File: config.mk
export PLATFORM = sky130hd
export DESIGN_NAME = rfl_reset_factor
export DESIGN_NICKNAME = d
export VERILOG_FILES = /design/src/hdl/rfl_pkg.sv /design/src/hdl/rfl_backup_mem.sv /design/src/hdl/rfl_reset_factor.sv
export SDC_FILE = /design/constraint.sdc
export NUM_CORES = 2
export LEC_CHECK = 0
export ABC_AREA = 1
export BUFFER_PORTS_ARGS = -buffer_cell sky130_fd_sc_hd__clkbuf_2
export CORE_ASPECT_RATIO = 2
export CORE_MARGIN = 1.5
export CORE_UTILIZATION = 50
export DETAILED_ROUTE_END_ITERATION = 6
export PLACE_DENSITY = 0.66
export SYNTH_ARGS = -nofsm -noshare
export SYNTH_HDL_FRONTEND = slang
export SYNTH_SLANG_ARGS = --single-unit
File: constraint.sdc
create_clock -name clk -period 2.68 [get_ports clk]
set_input_delay 0.402 -clock clk [delete_from_list [all_inputs] [get_ports clk]]
set_output_delay 0.402 -clock clk [all_outputs]
set_load 0.01 [all_outputs]
File: src/hdl/rfl_pkg.sv
// rfl_pkg: constants, types and address decode of the reset factor block
package rfl_pkg;

    localparam int unsigned DATA_W   = 32;
    localparam int unsigned ADDR_W   = 8;
    localparam int unsigned FACTOR_W = 16;
    localparam int unsigned VOLT_W   = 16;
    localparam int unsigned BKP_AW   = 4;
    localparam int unsigned CNT_W    = 5;

    // register byte offsets
    localparam logic [ADDR_W-1:0] OFS_FACTOR  = 8'h00;
    localparam logic [ADDR_W-1:0] OFS_MASK    = 8'h04;
    localparam logic [ADDR_W-1:0] OFS_VOLT    = 8'h08;
    localparam logic [ADDR_W-1:0] OFS_RET1    = 8'h0C;
    localparam logic [ADDR_W-1:0] OFS_RET2    = 8'h10;
    localparam logic [ADDR_W-1:0] OFS_RAM     = 8'h14;
    localparam logic [ADDR_W-1:0] OFS_BKP     = 8'h40;
    localparam logic [ADDR_W-1:0] OFS_BKP_END = 8'h80;

    // reset factor flag positions
    localparam int unsigned FLG_POWER_ON = 0;
    localparam int unsigned FLG_LOW_VOLT = 3;
    localparam int unsigned FLG_SOFT_WDG = 4;
    localparam int unsigned FLG_HARD_WDG = 5;

    // voltage setting fields: bits 15..8 are the retained byte, mode in 11..8
    localparam int unsigned       VOLT_KEEP_LSB = 8;
    localparam int unsigned       MODE_LSB      = 8;
    localparam int unsigned       MODE_W        = 4;
    localparam logic [MODE_W-1:0] MODE_FULL     = 4'h1;
    localparam logic [MODE_W-1:0] MODE_KEEP     = 4'h4;

    localparam logic [FACTOR_W-1:0] FACTOR_RESET = 16'h0001;
    localparam logic [FACTOR_W-1:0] MASK_RESET   = 16'h0000;
    localparam logic [VOLT_W-1:0]   VOLT_RESET   = 16'h0100;
    localparam logic [DATA_W-1:0]   WORD_RESET   = 32'h0000_0000;

    localparam int unsigned CLK_PERIOD_NS = 25;
    localparam int unsigned WDG_PULSE_NS  = 400;
    localparam int unsigned WDG_PULSE_CYC = (WDG_PULSE_NS + CLK_PERIOD_NS - 1) / CLK_PERIOD_NS;

    typedef struct packed {
        logic sysRstN;
        logic busRstN;
        logic hwdgRstN;
        logic dbgStbyRstN;
    } rfl_resets_t;

    localparam rfl_resets_t RESETS_ON = 4'h0;

    typedef enum logic [1:0] {
        BUS_IDLE = 2'b00,
        BUS_LOAD = 2'b01,
        BUS_DONE = 2'b10
    } rfl_bus_t;

    typedef enum logic [2:0] {
        SEL_NONE   = 3'b000,
        SEL_FACTOR = 3'b001,
        SEL_MASK   = 3'b010,
        SEL_VOLT   = 3'b011,
        SEL_RET1   = 3'b100,
        SEL_RET2   = 3'b101,
        SEL_RAM    = 3'b110,
        SEL_BKP    = 3'b111
    } rfl_sel_t;

    typedef struct packed {
        logic [2:0]          lvSync;
        logic                lvLevel;
        logic                lvFull;
        logic                swPend;
        logic                hwPend;
        logic [CNT_W-1:0]    wdgCnt;
        rfl_resets_t         resets;
        logic [FACTOR_W-1:0] factor;
        logic [FACTOR_W-1:0] mask;
        logic [VOLT_W-1:0]   volt;
        logic [DATA_W-1:0]   ret1;
        logic [DATA_W-1:0]   ret2;
        logic [DATA_W-1:0]   ramRet;
        logic                irq;
        rfl_bus_t            bus;
        logic [DATA_W-1:0]   prdata;
        logic                pready;
        logic                pslverr;
    } rfl_state_t;

    function automatic rfl_sel_t rfl_decode(input logic [ADDR_W-1:0] addr);
        rfl_sel_t sel;
        sel = SEL_NONE;
        if (addr[1:0] != 2'h0) begin
            sel = SEL_NONE;
        end else if (addr == OFS_FACTOR) begin
            sel = SEL_FACTOR;
        end else if (addr == OFS_MASK) begin
            sel = SEL_MASK;
        end else if (addr == OFS_VOLT) begin
            sel = SEL_VOLT;
        end else if (addr == OFS_RET1) begin
            sel = SEL_RET1;
        end else if (addr == OFS_RET2) begin
            sel = SEL_RET2;
        end else if (addr == OFS_RAM) begin
            sel = SEL_RAM;
        end else if (addr >= OFS_BKP && addr < OFS_BKP_END) begin
            sel = SEL_BKP;
        end
        return sel;
    endfunction

endpackage

File: src/hdl/rfl_backup_mem.sv
// rfl_backup_mem: retained backup word store with registered read data
`timescale 1ns/100ps
module rfl_backup_mem
    import rfl_pkg::*;
#(
    parameter int unsigned WIDTH = 32,
    parameter int unsigned DEPTH = 16,
    parameter int unsigned AW    = 4
) (
    input  wire logic             clk,
    input  wire logic             nrst,
    input  wire logic             clear,
    input  wire logic             wrEn,
    input  wire logic             rdEn,
    input  wire logic [AW-1:0]    addr,
    input  wire logic [WIDTH-1:0] wrData,
    output logic      [WIDTH-1:0] rdData
);

    typedef struct packed {
        logic [DEPTH-1:0][WIDTH-1:0] word;
        logic [WIDTH-1:0]            rdWord;
    } rfl_mem_state_t;

    rfl_mem_state_t st_reg;
    rfl_mem_state_t st_next;

    always_comb begin
        st_next = st_reg;
        // clear wins over a write in the same cycle
        if (clear) begin
            st_next.word = '0;
        end else if (wrEn) begin
            st_next.word[addr] = wrData;
        end
        if (rdEn) begin
            st_next.rdWord = st_reg.word[addr];
        end
    end

    always_ff @(posedge clk) begin
        if (!nrst) begin
            st_reg <= '0;
        end else begin
            st_reg <= st_next;
        end
    end

    assign rdData = st_reg.rdWord;

endmodule

File: src/hdl/rfl_reset_factor.sv
// rfl_reset_factor: low-voltage and watchdog reset factors with reset factor register
`timescale 1ns/100ps
module rfl_reset_factor
    import rfl_pkg::*;
#(
    parameter bit SELECTABLE       = 1'b1,
    parameter bit WDG_KEEP_VOLT_HI = 1'b1
) (
    input  wire logic              clk,
    input  wire logic              nrst,
    input  wire logic              psel,
    input  wire logic              penable,
    input  wire logic              pwrite,
    input  wire logic [ADDR_W-1:0] paddr,
    input  wire logic [DATA_W-1:0] pwdata,
    output logic      [DATA_W-1:0] prdata,
    output logic                   pready,
    output logic                   pslverr,
    input  wire logic              lowVoltage,
    input  wire logic              swdgUnderflow,
    input  wire logic              hwdgUnderflow,
    output rfl_resets_t            resets,
    output logic                   irq
);

    localparam logic [CNT_W-1:0] WDG_LOAD = CNT_W'(WDG_PULSE_CYC);
    localparam logic [CNT_W-1:0] CNT_LAST = 5'h01;

    localparam rfl_state_t ST_RESET = '{
        lvSync:  3'h0,
        lvLevel: 1'b0,
        lvFull:  1'b1,
        swPend:  1'b0,
        hwPend:  1'b0,
        wdgCnt:  '0,
        resets:  RESETS_ON,
        factor:  FACTOR_RESET,
        mask:    MASK_RESET,
        volt:    VOLT_RESET,
        ret1:    WORD_RESET,
        ret2:    WORD_RESET,
        ramRet:  WORD_RESET,
        irq:     1'b0,
        bus:     BUS_IDLE,
        prdata:  WORD_RESET,
        pready:  1'b0,
        pslverr: 1'b0
    };

    rfl_state_t          st_reg;
    rfl_state_t          st_next;
    rfl_sel_t            sel;
    logic                busDone;
    logic                lvNext;
    logic                lvFullNext;
    logic                fullInit;
    logic                keepInit;
    logic                wdgEvent;
    logic                activeNext;
    logic                wrOk;
    logic                rdClr;
    logic                memRdEn;
    logic                memWrEn;
    logic [CNT_W-1:0]    cntNext;
    logic [FACTOR_W-1:0] evFlags;
    logic [FACTOR_W-1:0] pendFlags;
    logic [DATA_W-1:0]   memRdData;

    assign sel     = rfl_decode(paddr);
    assign busDone = (st_reg.bus == BUS_DONE) && psel && penable;
    assign memRdEn = (st_reg.bus == BUS_IDLE) && psel && penable;
    assign memWrEn = wrOk && (sel == SEL_BKP);

    always_comb begin
        st_next    = st_reg;
        lvNext     = st_reg.lvLevel;
        lvFullNext = st_reg.lvFull;
        cntNext    = st_reg.wdgCnt;
        evFlags    = '0;
        pendFlags  = '0;

        st_next.lvSync = {st_reg.lvSync[1:0], lowVoltage};
        // level follows once stages two and three agree
        if (st_reg.lvSync[1] == st_reg.lvSync[2]) begin
            lvNext = st_reg.lvSync[2];
        end
        st_next.lvLevel = lvNext;

        // scope caught as the reset asserts
        if (lvNext && !st_reg.lvLevel) begin
            lvFullNext = !SELECTABLE || (st_reg.volt[MODE_LSB +: MODE_W] != MODE_KEEP);
        end
        st_next.lvFull = lvFullNext;
        fullInit = lvNext && lvFullNext;
        keepInit = lvNext && !lvFullNext;

        wdgEvent = swdgUnderflow || hwdgUnderflow;
        if (wdgEvent) begin
            cntNext = WDG_LOAD;
        end else if (st_reg.wdgCnt != '0) begin
            cntNext = st_reg.wdgCnt - 1'b1;
        end
        st_next.wdgCnt = cntNext;

        // combined reset holds until the last factor ends
        activeNext = lvNext || (cntNext != '0);
        st_next.swPend = activeNext && (st_reg.swPend || swdgUnderflow);
        st_next.hwPend = activeNext && (st_reg.hwPend || hwdgUnderflow);
        evFlags[FLG_SOFT_WDG]   = swdgUnderflow;
        evFlags[FLG_HARD_WDG]   = hwdgUnderflow;
        pendFlags[FLG_SOFT_WDG] = st_next.swPend;
        pendFlags[FLG_HARD_WDG] = st_next.hwPend;

        st_next.resets.sysRstN = !activeNext;
        st_next.resets.busRstN = !activeNext;
        // watchdog domain reset only by hw watchdog or low voltage
        st_next.resets.hwdgRstN    = !(lvNext || st_next.hwPend);
        st_next.resets.dbgStbyRstN = !fullInit;

        // software writes and the read clear are held off while the system is in reset
        wrOk  = busDone && pwrite && !activeNext;
        rdClr = busDone && !pwrite && !activeNext && (sel == SEL_FACTOR);

        if (lvNext) begin
            st_next.factor = pendFlags;
            if (fullInit) begin
                st_next.factor[FLG_POWER_ON] = 1'b1;
            end else begin
                st_next.factor[FLG_LOW_VOLT] = 1'b1;
            end
        end else begin
            // flags kept; a new event wins over the read clear
            st_next.factor = (rdClr ? MASK_RESET : st_reg.factor) | evFlags;
        end

        if (activeNext) begin
            st_next.mask = MASK_RESET;
        end else if (wrOk && sel == SEL_MASK) begin
            st_next.mask = pwdata[FACTOR_W-1:0];
        end

        if (fullInit) begin
            st_next.volt = VOLT_RESET;
        end else if (keepInit || cntNext != '0) begin
            // retained upper byte, lower byte initialized
            st_next.volt[VOLT_KEEP_LSB-1:0] = VOLT_RESET[VOLT_KEEP_LSB-1:0];
            if (!keepInit && !WDG_KEEP_VOLT_HI) begin
                st_next.volt = VOLT_RESET;
            end
        end else if (wrOk && sel == SEL_VOLT) begin
            st_next.volt = pwdata[VOLT_W-1:0];
        end

        // return factors survive all but full scope
        if (fullInit) begin
            st_next.ret1 = WORD_RESET;
            st_next.ret2 = WORD_RESET;
        end else if (wrOk && sel == SEL_RET1) begin
            st_next.ret1 = pwdata;
        end else if (wrOk && sel == SEL_RET2) begin
            st_next.ret2 = pwdata;
        end

        if (lvNext) begin
            st_next.ramRet = WORD_RESET;
        end else if (wrOk && sel == SEL_RAM) begin
            st_next.ramRet = pwdata;
        end

        st_next.irq = |(st_next.factor & st_next.mask);

        case (st_reg.bus)
            BUS_IDLE: begin
                if (psel && penable) begin
                    st_next.bus = BUS_LOAD;
                end
            end
            BUS_LOAD: begin
                st_next.bus     = BUS_DONE;
                st_next.pready  = 1'b1;
                st_next.pslverr = (sel == SEL_NONE);
                st_next.prdata  = WORD_RESET;
                if (!pwrite) begin
                    case (sel)
                        SEL_FACTOR: st_next.prdata = {16'h0000, st_reg.factor};
                        SEL_MASK:   st_next.prdata = {16'h0000, st_reg.mask};
                        SEL_VOLT:   st_next.prdata = {16'h0000, st_reg.volt};
                        SEL_RET1:   st_next.prdata = st_reg.ret1;
                        SEL_RET2:   st_next.prdata = st_reg.ret2;
                        SEL_RAM:    st_next.prdata = st_reg.ramRet;
                        SEL_BKP:    st_next.prdata = memRdData;
                        default:    st_next.prdata = WORD_RESET;
                    endcase
                end
            end
            BUS_DONE: begin
                st_next.bus     = BUS_IDLE;
                st_next.pready  = 1'b0;
                st_next.pslverr = 1'b0;
                st_next.prdata  = WORD_RESET;
            end
            default: begin
                st_next.bus = BUS_IDLE;
            end
        endcase
    end

    always_ff @(posedge clk) begin
        if (!nrst) begin
            st_reg <= ST_RESET;
        end else begin
            st_reg <= st_next;
        end
    end

    // backup words survive all but full scope
    rfl_backup_mem #(
        .WIDTH (DATA_W),
        .DEPTH (16),
        .AW    (BKP_AW)
    ) u_backup (
        .clk    (clk),
        .nrst   (nrst),
        .clear  (fullInit),
        .wrEn   (memWrEn),
        .rdEn   (memRdEn),
        .addr   (paddr[2 +: BKP_AW]),
        .wrData (pwdata),
        .rdData (memRdData)
    );

    assign prdata  = st_reg.prdata;
    assign pready  = st_reg.pready;
    assign pslverr = st_reg.pslverr;
    assign resets  = st_reg.resets;
    assign irq     = st_reg.irq;

    property p_lv_assert;
        @(posedge clk) disable iff (!nrst)
        st_reg.lvSync[2:1] == 2'b11 |=> !resets.sysRstN && !resets.busRstN;
    endproperty
    a_lv_assert: assert property (p_lv_assert) else $error("lv reset missing");

    property p_lv_release;
        @(posedge clk) disable iff (!nrst)
        $fell(st_reg.lvLevel) |-> $past(st_reg.lvSync[2:1]) == 2'b00;
    endproperty
    a_lv_release: assert property (p_lv_release) else $error("lv early release");

    property p_lv_full;
        @(posedge clk) disable iff (!nrst)
        st_reg.lvLevel && st_reg.lvFull |-> st_reg.factor[FLG_POWER_ON]
            && st_reg.volt == VOLT_RESET && !resets.dbgStbyRstN;
    endproperty
    a_lv_full: assert property (p_lv_full) else $error("lv full scope wrong");

    property p_lv_keep_flag;
        @(posedge clk) disable iff (!nrst)
        st_reg.lvLevel && !st_reg.lvFull
            |-> st_reg.factor[FLG_LOW_VOLT] && !st_reg.factor[FLG_POWER_ON];
    endproperty
    a_lv_keep_flag: assert property (p_lv_keep_flag) else $error("lv flag wrong");

    property p_lv_keep_hold;
        @(posedge clk) disable iff (!nrst)
        st_reg.lvLevel && !st_reg.lvFull ##1 st_reg.lvLevel
            |-> $stable(st_reg.volt[VOLT_W-1:VOLT_KEEP_LSB]) && $stable(st_reg.ret1)
            && $stable(st_reg.ret2);
    endproperty
    a_lv_keep_hold: assert property (p_lv_keep_hold) else $error("lv lost data");

    property p_wdg_pulse;
        @(posedge clk) disable iff (!nrst)
        swdgUnderflow || hwdgUnderflow |=> (!resets.sysRstN) [*8];
    endproperty
    a_wdg_pulse: assert property (p_wdg_pulse) else $error("wdg pulse short");

    property p_wdg_end;
        @(posedge clk) disable iff (!nrst)
        st_reg.wdgCnt == CNT_LAST && !wdgEvent && !lvNext
            |=> resets.sysRstN && resets.busRstN;
    endproperty
    a_wdg_end: assert property (p_wdg_end) else $error("wdg reset stuck");

    property p_sw_spares;
        @(posedge clk) disable iff (!nrst)
        swdgUnderflow && !hwdgUnderflow && !st_reg.hwPend && !lvNext
            |=> resets.hwdgRstN && resets.dbgStbyRstN && !resets.sysRstN;
    endproperty
    a_sw_spares: assert property (p_sw_spares) else $error("sw wdg scope wrong");

    property p_wdg_keep;
        @(posedge clk) disable iff (!nrst)
        cntNext != '0 && !lvNext |=> $stable(st_reg.ramRet) && $stable(st_reg.ret1)
            && $stable(st_reg.ret2);
    endproperty
    a_wdg_keep: assert property (p_wdg_keep) else $error("wdg lost data");

    property p_sw_flag;
        @(posedge clk) disable iff (!nrst)
        swdgUnderflow |=> st_reg.factor[FLG_SOFT_WDG];
    endproperty
    a_sw_flag: assert property (p_sw_flag) else $error("sw wdg flag missing");

    property p_hw_scope;
        @(posedge clk) disable iff (!nrst)
        hwdgUnderflow && !lvNext |=> !resets.hwdgRstN && resets.dbgStbyRstN;
    endproperty
    a_hw_scope: assert property (p_hw_scope) else $error("hw wdg scope wrong");

    property p_hw_flag;
        @(posedge clk) disable iff (!nrst)
        hwdgUnderflow |=> st_reg.factor[FLG_HARD_WDG] && !resets.busRstN;
    endproperty
    a_hw_flag: assert property (p_hw_flag) else $error("hw wdg flag missing");

    property p_combined;
        @(posedge clk) disable iff (!nrst)
        st_reg.lvLevel && st_reg.swPend |-> st_reg.factor[FLG_SOFT_WDG] && !resets.sysRstN;
    endproperty
    a_combined: assert property (p_combined) else $error("coinciding factor lost");

endmodule

Word-level counts from Yosys, hierarchy flattened --
Index checks and enable logic that the tools add are counted.
Word-level totals: flip-flop bits (word level) 740
Operators by class: $lt $le $gt $ge 4, bitwise logic cells 5, reduce and logical (&&, ||, !) cells 48, equal/unequal tests 17, $add $sub $neg 1, mux-type cells 28
Operator list (count):
- bitwise mux 512 bit | 1
- one-hot mux 32 bit (7 select lines) | 1
- binary-select mux 32 bit (select 4 bit) | 1
- demux 32 bit (select 4 bit) | 1
- two-way mux 32 bit | 3
- one-hot mux 34 bit (2 select lines) | 1
- two-way mux 16 bit | 4
- two-way mux 3 bit | 8
- logical AND 1 bit | 23
- bitwise AND 16 bit | 1
- equality test 8 x 4 -> 1 bit (second input constant) | 2
- equality test 8 x 5 -> 1 bit (second input constant) | 2
- OR 16 x 6 -> 16 bit | 1
- OR reduction 16 bit | 1
- equality test 3 bit (second input constant) | 4
- two-way mux 5 bit | 2
- nonzero test 5 bit | 2
- equality test 8 x 3 -> 1 bit (second input constant) | 1
- >= comparator 8 x 7 -> 1 bit (second input constant) | 1
- logical NOT 8 bit | 1
- less-than comparator 8 bit (second input constant) | 1
- equality test 3 x 2 -> 1 bit (second input constant) | 2
- logical NOT 1 bit | 6
- logical OR 1 bit | 6
- 19 further kinds | 27

Depth between registers and ports, before layout --
word-level depth 17, gate-level depth with buffers 19, depth with buffers taken out 19

Hierarchy --
A second synthesis with hierarchy kept.
Second synthesis, totals: cell total of the unflattened synthesis 5036, area, all modules 33591.0 um^2
By module, submodules not included:
- rfl_backup_mem | seq. area each 10890.4 um^2, times used 1, area each 24872.6 um^2, cells an instance 3825
- rfl_reset_factor | seq. area each 3923.8 um^2, times used 1, area each 8718.4 um^2, cells an instance 1211

Worst setup path before layout --
Ideal clock, no wire load.
path type register to register, start reg st_reg[185] in the netlist's numbering, end reg st_reg[48] in the netlist's numbering, stages on the path, launching flop included 14, path buffers 2, library setup time 147 ps, arrival 2338 ps, slack 195 ps, cell sequence dfxtp_1 inv_1 ha_1 nand3_1 nand3_1 nand2_1 nor2_2 nand3_4 nor2_2 buf_4 inv_2 nor4_4 buf_4 a211oi_2
Between the ends: longest elaborated chain between the ends 8, elaborated cells between the ends (all ways) 9, classes of those cells add/sub (1); mux (2); reduce/logical (6)
Ends and longest elaborated chain:
- start, declared | line rfl_reset_factor.sv:50 | rfl_state_t st_reg;
- start signal, assigned | line rfl_reset_factor.sv:212 | st_reg <= st_next;
- subtractor 5 x 1 -> 5 bit / nonzero test 5 bit (equally long branches) | line rfl_reset_factor.sv:101, rfl_reset_factor.sv:100
- two-way mux 5 bit (*) | line rfl_reset_factor.sv:100 | end else if (st_reg.wdgCnt != '0) begin
- two-way mux 5 bit (*) | line rfl_reset_factor.sv:98 | if (wdgEvent) begin
- nonzero test 5 bit (*) | line rfl_reset_factor.sv:106 | activeNext = lvNext || (cntNext != '0);
- logical OR 1 bit (*) | line rfl_reset_factor.sv:106
- logical NOT 1 bit (*) | line rfl_reset_factor.sv:121 | wrOk = busDone && pwrite && !activeNext;
- logical AND 1 bit (*) | line rfl_reset_factor.sv:121
- logical AND 1 bit (*) | line rfl_reset_factor.sv:166 | end else if (wrOk && sel == SEL_RAM) begin
Mark *: on every way between the ends. The rest lies on a longest branch, timed or not. A chain may end at the register's enable or synchronous reset.

Worst setup path in the final report --
start reg st_reg[186] in the netlist's numbering, end reg st_reg[61] in the netlist's numbering
Same word-level chain as after synthesis.

==> summary.md <==
| Metric | Value |
|---|---|
| Setup WS pre-CTS | `-72.6 ps` |
| Arrival time worst endpoint | `about 3100 ps` |
| Post-synthesis sequential area ratio | `47.3%` |
| Die footprint | `0.0642 mm^2` |
| Final Hold Viols | `0` |
| Initial antenna violation count | `2` |
| Clock Path Buffers | `3` |
| Slew @ Worst Pin | `approximately 890 ps` |
| Worst hold stages | `3` |
| Crit. End Element | `flip-flop` |
| Ratio of final minimum period to clock period | `95.2%` |
| Initial DRT Pass Iterations | `6` |
| Reg clk slew, reported paths | `70 ps` |
| Main synth FF type | `dfxtp_1` |
| Leakage | `approximately 13 nW` |
| Row cnt | `between 100 and 150` |
| Worst Reg-to-Reg Cells | `17` |
| Max-slew violations | `0` |
| Synthesized cell area | `0.0313 mm^2` |
| CTS root buf | `clkbuf_16` |
| Largest net degree at the start of global routing | `approximately 180` |
| Non-filler cells in the finished layout | `4751` |
| # fillers | `5755` |
| Port Buffers | `86` |
| CTS Buf Count | `61` |
| Synth unique cells | `43` |
| Clock latency on the worst-skew pair | `640 ps` |
| Syn Nets | `4069` |
| Hpwl dp | `around 60000 um` |
| Commonest non-fill, non-tap cell in the layout | `dfxtp_1` |
| Async SR Flop Fraction | `0%` |
| Most frequent cells in the layout | `dfxtp_1 (740), nor2_1 (617), inv_1 (601), a211oi_1 (484), o21ai_0 (262)` |
| Area grow syn2layout | `12.1%` |
| Drt drc | `0` |
| Die X | `180 um` |
| Final worst-path setup slack | `128 ps` |
| Number of flip-flops under the largest register name | `512` |
| Ys Warns | `0` |
| Routed WL | `between 90000 and 100000 um` |
| # setup viols final | `0` |
| Critical path launch point type | `flip-flop` |
| ANT nets after route | `0` |
| Initial Util | `50.6%` |
| Ratio of cells with drive above 1 in the final layout | `10.6%` |
| Die span in y | `357 um` |
| Total gr overflow | `0` |
| Worst Hold End | `st_reg[191]` |
| Minimum clock period | `around 2600 ps` |
| Initial DRC count | `between 2000 and 3000` |
| DP Cell Count | `4631` |
| CTS tree | `built` |
| Post-synth EDFFs | `0` |
| Outcome | `completed` |
| Multi-input logic area | `0.0126 mm^2` |
| Register area | `between 0.01 and 0.015 mm^2` |
| R2R setup slack | `130 ps` |
| Max Clock Skew | `20.9 ps` |
| Placer congestion estimate | `0.890` |
| Core ar. | `around 0.06 mm^2` |
| Num ports | `87` |
| Seq cells post-synth | `740` |
| Required time of the critical path | `roughly 3200 ps` |
| WHS | `70.2 ps` |
| Vias per inst | `5.75` |
| Maxcap violations | `0` |
| Power per cell area | `between 600 and 700 mW/mm^2` |
| Max_slew headroom | `40.6%` |
| Via count | `27300` |
| H-tree levels | `2` |
| R2R Path Start | `st_reg[186]` |
| Number of global-route vias before repair | `26000` |
| Clock sink total | `740` |
| Gate Count Post-Synth | `approximately 4000` |
| Final net count | `3968` |
| Overall Global Routing Usage | `about 29%` |
| R2r endpoint | `st_reg[61]` |
| WL/cell | `around 20 um` |
| Max FO, Critical Path | `8` |
| Worst hold path class | `in2reg` |
| Average size of a mapped cell | `7.80 um^2` |
| First-pass GRT wire length | `149000 um` |
| Highest clock rate | `roughly 400 MHz` |
| Peak VDD IR | `between 500 and 600 uV` |
| Hold Startpoint | `swdgUnderflow` |
| CP Class | `reg2reg` |
[power breakdown]
part	switching, mW	total [mW]	leakage [nW]	internal [mW]
registers	0.0989	11.2	5.96	11.1
clock network	4.23	9.56	1.06	5.34
logic	1.13	1.44	5.50	0.308
total	5.46	22.2	12.5	16.7
[kinds of logic after synthesis]
logic type | Yosys count | synth area share (%)
compound gates | 1270 | 26.7
fa+ha+maj | 5 | 0.200
flops | 740 | 47.3
buf+inv | 1009 | 12.7
simple gates | 992 | 13.0
[worst max-delay path by stage]
stage          cells past startpoint                    to  slack, ps        start
2_1_floorplan                     13            st_reg[48]        200  st_reg[185]
5_1_grt                           14            st_reg[59]        -10  st_reg[188]
4_1_cts                           14            st_reg[45]          3  st_reg[186]
3_3_place_gp                      15  u_backup.st_reg[121]         30     paddr[5]
6_report                          17            st_reg[61]        130  st_reg[186]
3_5_place_dp                      13  u_backup.st_reg[379]        -70     paddr[5]
[final cells by class]
class | count | area share (%)
Multi-Input combinational cell | 2267 | 36.0
Inverter | 614 | 6.58
Antenna cell | 1 | 0.00713
Tap cell | 786 | 2.80
Clock buffer | 95 | 5.52
Clock inverter | 17 | 0.564
Timing Repair Buffer | 231 | 6.28
Sequential cell | 740 | 42.2
[metrics by stage]
stage                     setup TNS (ps)  util (%)  power, mW  cell area, um^2
after CTS                              0      56.5       22.3            34900
after floorplan                        0         -       12.2            31300
after global placement                 0      53.0       12.9            32800
after detailed placement           -1150      53.0       12.9            32800
after global routing               -50.5      56.8       22.8            35100
final                                  0      56.8       22.2            35100
[synth_stat cells, types with 23 or more instances]
library cell	count	area share [%]
dfxtp_1	740	47
nor2_1	620	7.4
nand2_1	224	2.7
o22ai_1	217	4.3
a22oi_1	49	1.2
clkbuf_1	250	3.0
a221oi_1	23	0.64
nand4_1	38	0.76
a211oi_1	484	12
nand3_1	56	0.90
buf_4	40	0.96
o21ai_0	262	4.2
a211oi_2	28	1.1
inv_1	605	7.3
buf_1	80	0.96
a21oi_1	163	2.6
[critical path: stages, from the launching register on]
cell	delay, ps
dfxtp_1	320
inv_2	80
ha_4	170
inv_1	40
nand2_1	50
nand2_1	70
nand3_2	90
nand2_1	90
nor2_4	120
nand3_4	90
nor2_4	200
buf_6	140
inv_2	70
nor4_4	300
buf_6	230
clkbuf_16	210
nor2_1	60
a211oi_2	140
[per-layer routing]
layer,share of wire [%],wire length [um],vias up,track usage (%)
met2,50,48000,776,51.6
met3,4.6,4390,200,2.90
met1,42,40200,13000,36.3
met5,0.013,13,-,0
met4,3.9,3800,2,11.1
li1,-,-,13300,-
[what timing repair did]
action / CTS / global route
endpoints found under the setup margin: 2 / 611
gates resized for setup: 1 / 19
hold endpoints to repair: 1 / 0
hold buffers: 1 / 0
pin swaps: 0 / 3
buffers inserted: 0 / 2
cloned: 0 / 4
No activity file was read; power rests on OpenSTA's default activity.
